`src/include/cafm_pkg.sv`:
```
// package: register map, field layout and sizes of the acceptance filter block
package cafm_pkg;
   localparam int          CAFM_NUM_FILTERS   = 16;
   localparam int          CAFM_NUM_MASKS     = 3;
   localparam int          CAFM_STD_W         = 11;
   localparam int          CAFM_EXT_W         = 18;
   localparam int          CAFM_PTR_W         = 4;
   // byte addresses (word aligned)
   localparam logic [11:0] CAFM_FSID_BASE     = 12'h000; // filter n std reg at base + 4n
   localparam logic [11:0] CAFM_FEID_BASE     = 12'h040; // filter n ext reg at base + 4n
   localparam logic [11:0] CAFM_MSEL_LO_ADDR  = 12'h080;
   localparam logic [11:0] CAFM_MSEL_HI_ADDR  = 12'h084;
   localparam logic [11:0] CAFM_MSID_BASE     = 12'h090; // mask n std reg at base + 4n
   localparam logic [11:0] CAFM_MEID_BASE     = 12'h0a0; // mask n ext reg at base + 4n
   localparam logic [11:0] CAFM_FEN_ADDR      = 12'h0b0;
   localparam logic [11:0] CAFM_BPTR_BASE     = 12'h0c0; // four pointer regs, four filters each
   localparam logic [11:0] CAFM_STAT_ADDR     = 12'h0d0;
   // std register fields
   localparam int          CAFM_SID_LSB       = 5;
   localparam int          CAFM_TYPE_BIT      = 3;
   localparam int          CAFM_EHI_LSB       = 0;
   localparam logic [15:0] CAFM_SID_WMASK     = 16'hffeb; // bits 4 and 2 unimplemented
   // selector codes, reset values and ahb transfer code
   localparam logic [1:0]  CAFM_SEL_NONE      = 2'h3;
   localparam logic [3:0]  CAFM_PTR_FIFO      = 4'hf;
   localparam logic [15:0] CAFM_FEN_RESET     = 16'hffff;
   localparam logic [15:0] CAFM_MSEL_RESET    = 16'h0000;
   localparam logic [15:0] CAFM_BPTR_RESET    = 16'h0000;
   localparam logic [1:0]  CAFM_HTRANS_NONSEQ = 2'h2;
endpackage : cafm_pkg

```
`src/include/cafm_cmp_if.sv`:
```
// interface: one filter entry and its mask handed to the compare unit
`timescale 1ns/1ps
interface cafm_cmp_if;
   import cafm_pkg::*;
   logic [CAFM_STD_W-1:0] f_std;
   logic [CAFM_EXT_W-1:0] f_ext;
   logic                  f_type;
   logic [CAFM_STD_W-1:0] m_std;
   logic [CAFM_EXT_W-1:0] m_ext;
   logic                  m_type;
   logic                  hit;
   modport owner (output f_std, f_ext, f_type, m_std, m_ext, m_type, input hit);
   modport unit  (input f_std, f_ext, f_type, m_std, m_ext, m_type, output hit);
endinterface : cafm_cmp_if

```
`src/verilog/cafm_compare.sv`:
```
// one filter versus the received identifier, under its mask
`timescale 1ns/1ps
module cafm_compare
   import cafm_pkg::*;
(
   cafm_cmp_if.unit              cmp,      // filter and mask values, hit result
   input  wire logic [CAFM_STD_W-1:0] msg_std,  // received standard id
   input  wire logic [CAFM_EXT_W-1:0] msg_ext,  // received extended id
   input  wire logic             msg_is_ext // received frame is extended
);
   logic std_ok;
   logic ext_ok;
   logic type_ok;

   // only bits set in the mask are compared
   assign std_ok  = ((cmp.f_std ^ msg_std) & cmp.m_std) == '0;
   assign ext_ok  = ((cmp.f_ext ^ msg_ext) & cmp.m_ext) == '0;
   // type bit of the filter matters only when the mask asks for it
   assign type_ok = !cmp.m_type || (cmp.f_type == msg_is_ext);
   // a standard frame has no extended bits, so they are not compared for it
   assign cmp.hit = std_ok && type_ok && (!msg_is_ext || ext_ok);
endmodule : cafm_compare

```
`src/verilog/cafm_top.sv`:
```
// acceptance filters and masks with AHB-Lite register access
//
// The AHB-Lite interface to the registers and the address map are this design's own decisions.
`timescale 1ns/1ps
module cafm_top
   import cafm_pkg::*;
#(
   parameter int NUM_FILTERS = CAFM_NUM_FILTERS, // number of filters
   parameter int NUM_MASKS   = CAFM_NUM_MASKS    // number of masks
)(
   input  wire logic                  clk,         // 20 MHz module clock
   input  wire logic                  rst_n,       // async reset, active low
   input  wire logic                  clk_en,      // freezes all state while low
   input  wire logic                  hsel,        // ahb slave select
   input  wire logic [11:0]           haddr,       // ahb byte address
   input  wire logic [1:0]            htrans,      // ahb transfer type
   input  wire logic                  hwrite,      // ahb write
   input  wire logic [2:0]            hsize,       // ahb size
   input  wire logic                  hready,      // ahb bus ready
   input  wire logic [31:0]           hwdata,      // ahb write data
   output logic      [31:0]           hrdata,      // ahb read data
   output logic                       hreadyout,   // ahb slave ready
   output logic                       hresp,       // ahb response, always okay
   input  wire logic                  id_valid,    // one-cycle strobe: identifier present
   input  wire logic [CAFM_STD_W-1:0] id_std,      // received standard identifier
   input  wire logic [CAFM_EXT_W-1:0] id_ext,      // received extended identifier
   input  wire logic                  id_is_ext,   // received frame is extended
   output logic                       res_valid,   // one-cycle result strobe
   output logic                       res_hit,     // some enabled filter matched
   output logic [3:0]                 res_filter,  // lowest matching filter
   output logic [CAFM_PTR_W-1:0]      res_pointer, // buffer of that filter, 1111 = fifo
   output logic                       res_to_fifo  // result goes to receive fifo
);
   // the register map has fixed windows, so only the documented sizes fit
   if (NUM_FILTERS != CAFM_NUM_FILTERS || NUM_MASKS != CAFM_NUM_MASKS)
   begin : g_bad_size
      $error("cafm_top: register map serves exactly 16 filters and 3 masks");
   end

   // filter and mask storage
   logic [CAFM_STD_W-1:0] f_std   [NUM_FILTERS];
   logic [CAFM_EXT_W-1:0] f_ext   [NUM_FILTERS];
   logic                  f_type  [NUM_FILTERS];
   logic [CAFM_STD_W-1:0] m_std   [NUM_MASKS];
   logic [CAFM_EXT_W-1:0] m_ext   [NUM_MASKS];
   logic                  m_type  [NUM_MASKS];
   logic [15:0]           msel_lo;
   logic [15:0]           msel_hi;
   logic [15:0]           filt_en;
   logic [15:0]           bptr    [4];
   logic [15:0]           hit_count;

   // ahb address phase capture
   logic        ph_write;
   logic        ph_read;
   logic [11:0] ph_addr;
   logic        take;
   logic [31:0] next_rdata;

   // which mask a filter uses; code 11 means all identifier bits compared, frame type not enforced
   function automatic logic [1:0] cafm_sel(input int k, input logic [15:0] lo, input logic [15:0] hi);
      logic [31:0] all;
      all = {hi, lo};
      return all[2*k +: 2];
   endfunction : cafm_sel

   // decode base + 4n within a window of n entries; returns index or -1
   function automatic int cafm_idx(input logic [11:0] a, input logic [11:0] base, input int n);
      int d;
      d = int'(a) - int'(base);
      if (d >= 0 && d < 4*n && d[1:0] == 2'b00)
         return d / 4;
      return -1;
   endfunction : cafm_idx

   // hreadyout stays high while clk_en is low, so a transfer then finishes on the bus
   // but is lost: software must not touch the block while it is frozen
   assign take = hsel && hready && (htrans == CAFM_HTRANS_NONSEQ);

   always_ff @(posedge clk or negedge rst_n)
   begin
      if (!rst_n)
      begin
         ph_write <= 1'b0;
         ph_read  <= 1'b0;
         ph_addr  <= 12'h000;
      end
      else if (clk_en)
      begin
         ph_write <= take && hwrite;
         ph_read  <= take && !hwrite;
         ph_addr  <= haddr;
      end
   end

   // filter entries, written in the data phase; unimplemented bits are never stored
   always_ff @(posedge clk or negedge rst_n)
   begin
      if (!rst_n)
      begin
         for (int i = 0; i < NUM_FILTERS; i++)
         begin
            f_std[i]  <= '0;
            f_ext[i]  <= '0;
            f_type[i] <= 1'b0;
         end
      end
      else if (clk_en && ph_write)
      begin
         for (int i = 0; i < NUM_FILTERS; i++)
         begin
            if (cafm_idx(ph_addr, CAFM_FSID_BASE, NUM_FILTERS) == i)
            begin
               f_std[i]        <= hwdata[CAFM_SID_LSB +: CAFM_STD_W];
               f_type[i]       <= hwdata[CAFM_TYPE_BIT];
               f_ext[i][17:16] <= hwdata[CAFM_EHI_LSB +: 2];
            end
            if (cafm_idx(ph_addr, CAFM_FEID_BASE, NUM_FILTERS) == i)
               f_ext[i][15:0] <= hwdata[15:0];
         end
      end
   end

   // mask entries; the type-match bit shares the standard word
   always_ff @(posedge clk or negedge rst_n)
   begin
      if (!rst_n)
      begin
         for (int j = 0; j < NUM_MASKS; j++)
         begin
            m_std[j]  <= '0;
            m_ext[j]  <= '0;
            m_type[j] <= 1'b0;
         end
      end
      else if (clk_en && ph_write)
      begin
         for (int j = 0; j < NUM_MASKS; j++)
         begin
            if (cafm_idx(ph_addr, CAFM_MSID_BASE, NUM_MASKS) == j)
            begin
               m_std[j]        <= hwdata[CAFM_SID_LSB +: CAFM_STD_W];
               m_type[j]       <= hwdata[CAFM_TYPE_BIT];
               m_ext[j][17:16] <= hwdata[CAFM_EHI_LSB +: 2];
            end
            if (cafm_idx(ph_addr, CAFM_MEID_BASE, NUM_MASKS) == j)
               m_ext[j][15:0] <= hwdata[15:0];
         end
      end
   end

   // mask selectors, two bits per filter
   always_ff @(posedge clk or negedge rst_n)
   begin
      if (!rst_n)
      begin
         msel_lo <= CAFM_MSEL_RESET;
         msel_hi <= CAFM_MSEL_RESET;
      end
      else if (clk_en && ph_write)
      begin
         if (ph_addr == CAFM_MSEL_LO_ADDR)
            msel_lo <= hwdata[15:0];
         if (ph_addr == CAFM_MSEL_HI_ADDR)
            msel_hi <= hwdata[15:0];
      end
   end

   // filters come out of reset enabled, so a cleared mask accepts everything
   always_ff @(posedge clk or negedge rst_n)
   begin
      if (!rst_n)
         filt_en <= CAFM_FEN_RESET;
      else if (clk_en && ph_write && ph_addr == CAFM_FEN_ADDR)
         filt_en <= hwdata[15:0];
   end

   // buffer pointers, four filters to a word
   always_ff @(posedge clk or negedge rst_n)
   begin
      if (!rst_n)
      begin
         for (int b = 0; b < 4; b++)
            bptr[b] <= CAFM_BPTR_RESET;
      end
      else if (clk_en && ph_write)
      begin
         for (int b = 0; b < 4; b++)
            if (cafm_idx(ph_addr, CAFM_BPTR_BASE, 4) == b)
               bptr[b] <= hwdata[15:0];
      end
   end

   // read mux, prepared from the address phase so data stand in the data phase
   always_comb
   begin
      next_rdata = 32'h0000_0000;
      for (int i = 0; i < NUM_FILTERS; i++)
      begin
         if (cafm_idx(haddr, CAFM_FSID_BASE, NUM_FILTERS) == i)
            next_rdata[15:0] = {f_std[i], 1'b0, f_type[i], 1'b0, f_ext[i][17:16]} & CAFM_SID_WMASK;
         if (cafm_idx(haddr, CAFM_FEID_BASE, NUM_FILTERS) == i)
            next_rdata[15:0] = f_ext[i][15:0];
      end
      for (int j = 0; j < NUM_MASKS; j++)
      begin
         if (cafm_idx(haddr, CAFM_MSID_BASE, NUM_MASKS) == j)
            next_rdata[15:0] = {m_std[j], 1'b0, m_type[j], 1'b0, m_ext[j][17:16]} & CAFM_SID_WMASK;
         if (cafm_idx(haddr, CAFM_MEID_BASE, NUM_MASKS) == j)
            next_rdata[15:0] = m_ext[j][15:0];
      end
      if (haddr == CAFM_MSEL_LO_ADDR)
         next_rdata[15:0] = msel_lo;
      if (haddr == CAFM_MSEL_HI_ADDR)
         next_rdata[15:0] = msel_hi;
      if (haddr == CAFM_FEN_ADDR)
         next_rdata[15:0] = filt_en;
      for (int b = 0; b < 4; b++)
         if (cafm_idx(haddr, CAFM_BPTR_BASE, 4) == b)
            next_rdata[15:0] = bptr[b];
      if (haddr == CAFM_STAT_ADDR)
         next_rdata[15:0] = hit_count;
   end

   // zero wait states and always okay; unmapped writes are dropped
   always_ff @(posedge clk or negedge rst_n)
   begin
      if (!rst_n)
      begin
         hreadyout <= 1'b1;
         hresp     <= 1'b0;
      end
      else if (clk_en)
      begin
         hreadyout <= 1'b1;
         hresp     <= 1'b0;
      end
   end

   // read data loaded at the address phase edge, so it stands through the data phase
   // trade-off: a read straight after a write to the same word sees the old value
   always_ff @(posedge clk or negedge rst_n)
   begin
      if (!rst_n)
         hrdata <= 32'h0000_0000;
      else if (clk_en && take && !hwrite)
         hrdata <= next_rdata;
   end

   // per-filter compare units
   logic [NUM_FILTERS-1:0] hits;

   for (genvar k = 0; k < NUM_FILTERS; k++)
   begin : g_filt
      cafm_cmp_if c ();
      logic [1:0] sel;
      assign sel      = cafm_sel(k, msel_lo, msel_hi);
      assign c.f_std  = f_std[k];
      assign c.f_ext  = f_ext[k];
      assign c.f_type = f_type[k];
      // no mask: every identifier bit compared, frame type not enforced
      assign c.m_std  = (sel == CAFM_SEL_NONE) ? '1 : m_std[sel];
      assign c.m_ext  = (sel == CAFM_SEL_NONE) ? '1 : m_ext[sel];
      assign c.m_type = (sel == CAFM_SEL_NONE) ? 1'b0 : m_type[sel];
      cafm_compare u_cmp (
         .cmp        (c.unit),
         .msg_std    (id_std),
         .msg_ext    (id_ext),
         .msg_is_ext (id_is_ext)
      );
      assign hits[k] = c.hit && filt_en[k];
   end

   // lowest numbered hit wins, as filters are scanned from 15 down to 0 and the last hit overrides
   logic                  any_hit;
   logic [3:0]            win;
   logic [CAFM_PTR_W-1:0] win_ptr;

   always_comb
   begin
      any_hit = 1'b0;
      win     = 4'h0;
      for (int k = NUM_FILTERS-1; k >= 0; k--)
         if (hits[k])
         begin
            any_hit = 1'b1;
            win     = 4'(k);
         end
      win_ptr = bptr[win[3:2]][4*win[1:0] +: CAFM_PTR_W];
   end

   always_ff @(posedge clk or negedge rst_n)
   begin
      if (!rst_n)
      begin
         res_valid   <= 1'b0;
         res_hit     <= 1'b0;
         res_filter  <= 4'h0;
         res_pointer <= 4'h0;
         res_to_fifo <= 1'b0;
      end
      else if (clk_en)
      begin
         res_valid <= id_valid;
         if (id_valid)
         begin
            res_hit     <= any_hit;
            res_filter  <= win;
            res_pointer <= any_hit ? win_ptr : 4'h0;
            res_to_fifo <= any_hit && (win_ptr == CAFM_PTR_FIFO);
         end
      end
   end

   // count of accepted identifiers, readable as block status
   // it wraps silently; software compares two readings rather than one
   always_ff @(posedge clk or negedge rst_n)
   begin
      if (!rst_n)
         hit_count <= 16'h0000;
      else if (clk_en && id_valid && any_hit)
         hit_count <= hit_count + 16'h0001;
   end
endmodule : cafm_top

```
`config.mk`:
```
export PLATFORM = sky130hd
export DESIGN_NAME = cafm_top
export DESIGN_NICKNAME = d
export VERILOG_FILES = /design/src/include/cafm_pkg.sv /design/src/include/cafm_cmp_if.sv /design/src/verilog/cafm_compare.sv /design/src/verilog/cafm_top.sv
export SDC_FILE = /design/constraint.sdc
export NUM_CORES = 2
export LEC_CHECK = 0
export BUFFER_PORTS_ARGS = -buffer_cell sky130_fd_sc_hd__buf_4
export CORE_ASPECT_RATIO = 1.2
export CORE_MARGIN = 1
export CORE_UTILIZATION = 37
export CTS_BUF_LIST = sky130_fd_sc_hd__clkbuf_4 sky130_fd_sc_hd__clkbuf_8
export CTS_CLUSTER_SIZE = 8
export DETAILED_ROUTE_END_ITERATION = 6
export HOLD_SLACK_MARGIN = 0.03
export SLEW_MARGIN = 20
export SYNTH_ARGS = -nofsm -noshare
export SYNTH_HDL_FRONTEND = slang
export SYNTH_HIERARCHICAL = 1
export SYNTH_SLANG_ARGS = --single-unit
```
`constraint.sdc`:
```
create_clock -name clk -period 11.2 [get_ports clk]
set_input_delay 2.8 -clock clk [delete_from_list [all_inputs] [get_ports clk]]
set_output_delay 2.8 -clock clk [all_outputs]
set_load 0.01 [all_outputs]
```
==> results.toml <==
[timing]
hold_ws_ns = 0.4754
finalCriticalPeriod_ns = 9.003
fin_worst_skew_ns = 0.09514
setup-tns-final_ns = 0
finalCritPeriodShare_pct = 80.39
max_slew_margin_pct = 9.285
slew_viol_final = 0
rsz0062_at_grt = "false"
finalHoldViolations = 0
tightest_slew_ns = 1.361
fmax_mhz = 111.1
setup_violations = 0

[clocking]
ctsHoldBuffers = 0
clkTransAtPathRegs_ns = 0.06
cts_root_buffer = "clkbuf_8"
clk_latency_ns = 1.03
cts.path.max_buffers = 3
post_cts.repair.setup_buffers = 0
cts.repair.resized = 0
numClockSinks = 738
htree_levels = 4
numCtsBuffers = 142
tritoncts = "built"

[min_path]
hp-class = "reg2reg"

[worst_setup_path]
crit_buf_inv = 1
cp_common_cell = "ha_1"
cp_top_family = "simple AND/OR/NAND/NOR gates"
startpoint_type = "input pin"
timing_worst_setup_path_type = "in2reg"
crit_path_top_delay_cell = "nor4_4"
cp_data_required_time_ns = 12.05
crit_fanout = 22
cp_cell_sequence = "buf_4 -> ha_1 -> or3_1 -> nor4_1 -> a21boi_0 -> ha_1 -> ha_1 -> nand4b_1 -> or3_1 -> ha_1 -> or4b_2 -> nor3_1 -> o2111ai_1 -> nor4_4 -> nand2_1 -> nand3_1 -> a31oi_1 -> o21ai_1 -> a21oi_1"
arrival_ns = 9.86
cpPeakStageDelay_ns = 0.69
cp-end-kind = "flip-flop"

[yosys]
syn_avg_cell_area_um2 = 9.876
synth.area.top_cells = "dfrtp_1, mux2_2, xor2_1"
synth.distinct_cells = 108
ys_seq_area_share_pct = 31.40
synth_top_area_share_pct = 30.69
netlist_instances = 5961
synth_area_um2 = 58870
yosys_most_used_dff = "dfrtp_1"
synthArstFlopShare_pct = 100.0
yosysWarnings = 6
yosys_register_bits = 738
synth-edff-count = 0
synth_top_area_cell = "dfrtp_1"

[power]
power.switching_w = 0.001908
power_frac_clock_pct = 46.9
power_w = 0.006440
p_int_w = 0.004533
p_sw_share_pct = 29.62
irDropWorstVdd_mv = 0.07716
p_per_area_nw_per_um2 = 98.83
combPwrFrac_pct = 11.0
p_leak_nw = 29.55
p_seq_share_pct = 42.1

[cells_and_area]
num-nets-final = 6021
fin_cells = 8085
syn_to_final_growth_pct = 10.70
nFillCells = 15564
multi_input_comb_area_um2 = 37960
final_common_cell = "mux2_2"
drive_gt1_share_pct = 32.15
mostFrequentLayoutCells = "mux2_2, dfrtp_1, xor2_1"
seq_area_um2 = 18500

[global_route]
grt_pass1_vias = 53784
grt_pass1_wl_um = 474900
grt_start_max_net_pins = 166
antenna_found_initial = 55
gr-usage-all-layers_pct = 43.13
grt_overflow = 0

[placed_design]
port_buffers = 93
placed_cells = 7800
gp_congestion = 1.105
dp_hpwl_um = 244800

[floorplanning]
io_pins = 131
start_util_pct = 37.22
coreArea_um2 = 158200
die_h_um = 439.0
rows = 160
die_w_um = 366.1
dieArea_um2 = 160700

[run_status]
outcome = "finished, final reports clean"

[route]
drt_wl_total_um = 354800
first_pass_iters = 7
drtIter0Drc = 8261
via_per_inst = 7.095
routed-via-count = 57364
drc = 0
antenna_left = 0
wl_per_cell_um = 43.88

[flow_run]
drv_cap = 0
through the flow:
stage / utilization, % / setup WS [ns] / instance area [µm²]
2_1_floorplan: - / 2.864 / 58930
3_3_place_gp: 39.17 / 1.332 / 61940
3_5_place_dp: 39.17 / 1.548 / 61950
4_1_cts: 41.13 / 2.527 / 65040
5_1_grt: 41.16 / 1.983 / 65100
6_report: 41.20 / 2.197 / 65170
worst register-to-register path, cell delays in order, from the launching register on:
cell and delay [ns]:
dfrtp_1 0.58, inv_1 0.47, ha_1 0.37, nand2_1 0.17, nor2_1 0.13, ha_1 0.21
ha_1 0.20, nand2_1 0.11, or4b_2 0.68, or2_2 0.31, ha_1 0.21, nor4b_1 0.29
nand3_1 0.15, or4_1 0.67, nor2_1 0.12, and2_1 0.59, nand2_1 0.88, mux2_2 0.60
registers in the layout, summed over array words and instances, names as in the netlist:
signal,cells
g_filt.c.f_ext,288
g_filt.c.f_std,176
bptr,64
m_ext,54
m_std,33
filt_en,16
g_filt.c.f_type,16
hit_count,16
hrdata,16
msel_hi,16
msel_lo,16
ph_addr,12
res_filter,4
res_pointer,4
m_type,3
ph_write,1
res_hit,1
res_to_fifo,1
res_valid,1
worst paths after layout:
path | cells past startpoint | slack (ns) | start | endpoint
setup / recovery | 19 | 2.20 | haddr[6] | hrdata[4]$_DFFE_PN0P_
hold / removal | 2 | 0.48 | res_hit$_DFFE_PN0P_ | res_hit$_DFFE_PN0P_
setup reg to reg | 17 | 4.37 | ph_addr[6]$_DFFE_PN0P_ | g_filt[2].c.f_ext[14]$_DFFE_PN0P_
hold reg to reg | 2 | 0.48 | res_hit$_DFFE_PN0P_ | res_hit$_DFFE_PN0P_
max in group asynchronous | 3 | 7.12 | rst_n | m_std[14]$_DFFE_PN0P_
min in group asynchronous | 1 | 1.83 | rst_n | g_filt[13].c.f_ext[12]$_DFFE_PN0P_
synth_stat cells, types with 23 or more instances:
library cell,number
mux2_2,1055
dfrtp_1,722
xor2_1,498
clkbuf_1,478
o22a_1,423
nand2_1,283
nor2_1,241
a21oi_1,182
o21ai_0,172
a22oi_1,117
nand4_1,112
nand3_1,103
a22o_1,101
ha_1,95
nor3_1,89
a221oi_2,80
buf_1,79
a211oi_1,71
mux2i_1,54
nor2b_1,54
inv_1,53
buf_2,50
o22ai_1,47
nor4_1,43
a31oi_1,42
and3_1,42
xnor2_1,37
a221oi_1,36
nand2b_1,36
o221ai_1,32
o211ai_1,30
or3_1,30
buf_4,24
o2111ai_1,23
routing by layer:
metal	GRT usage, %	vias up	part of all wire [%]
met5	0.4438	-	0.040
met4	45.76	24	13
met3	12.92	1626	11
met2	63.70	4549	42
met1	47.87	28737	34
li1	-	22428	-
power groups by stage:
stage               clock network, W  logic (W)  registers (W)
floorplan                          0   0.000333        0.00274
global placement                   0   0.000671        0.00276
detailed placement                 0   0.000677        0.00276
CTS                          0.00303   0.000679        0.00271
global route                 0.00314   0.000729        0.00271
finish                       0.00302   0.000708        0.00271
layout make-up:
type | instances | share of cell area [%]
clock buffer | 226 | 4.389
inverter | 55 | 0.3168
sequential | 738 | 28.39
multi-input combinational | 4550 | 58.25
clock inverter | 26 | 0.3571
tap | 2106 | 4.044
antenna | 31 | 0.1190
timing repair buffer | 353 | 4.136
logic make-up after synthesis:
family	synth area share [%]
multiplexers	21.56
adder cells (fa/ha/maj)	2.019
buffers and inverters	4.680
XOR/XNOR	8.125
other	0.01276
AO/OA/AOI/OAI	21.26
flip-flops	31.40
AND/OR/NAND/NOR	10.94
Power figures use the tool's default switching activity.
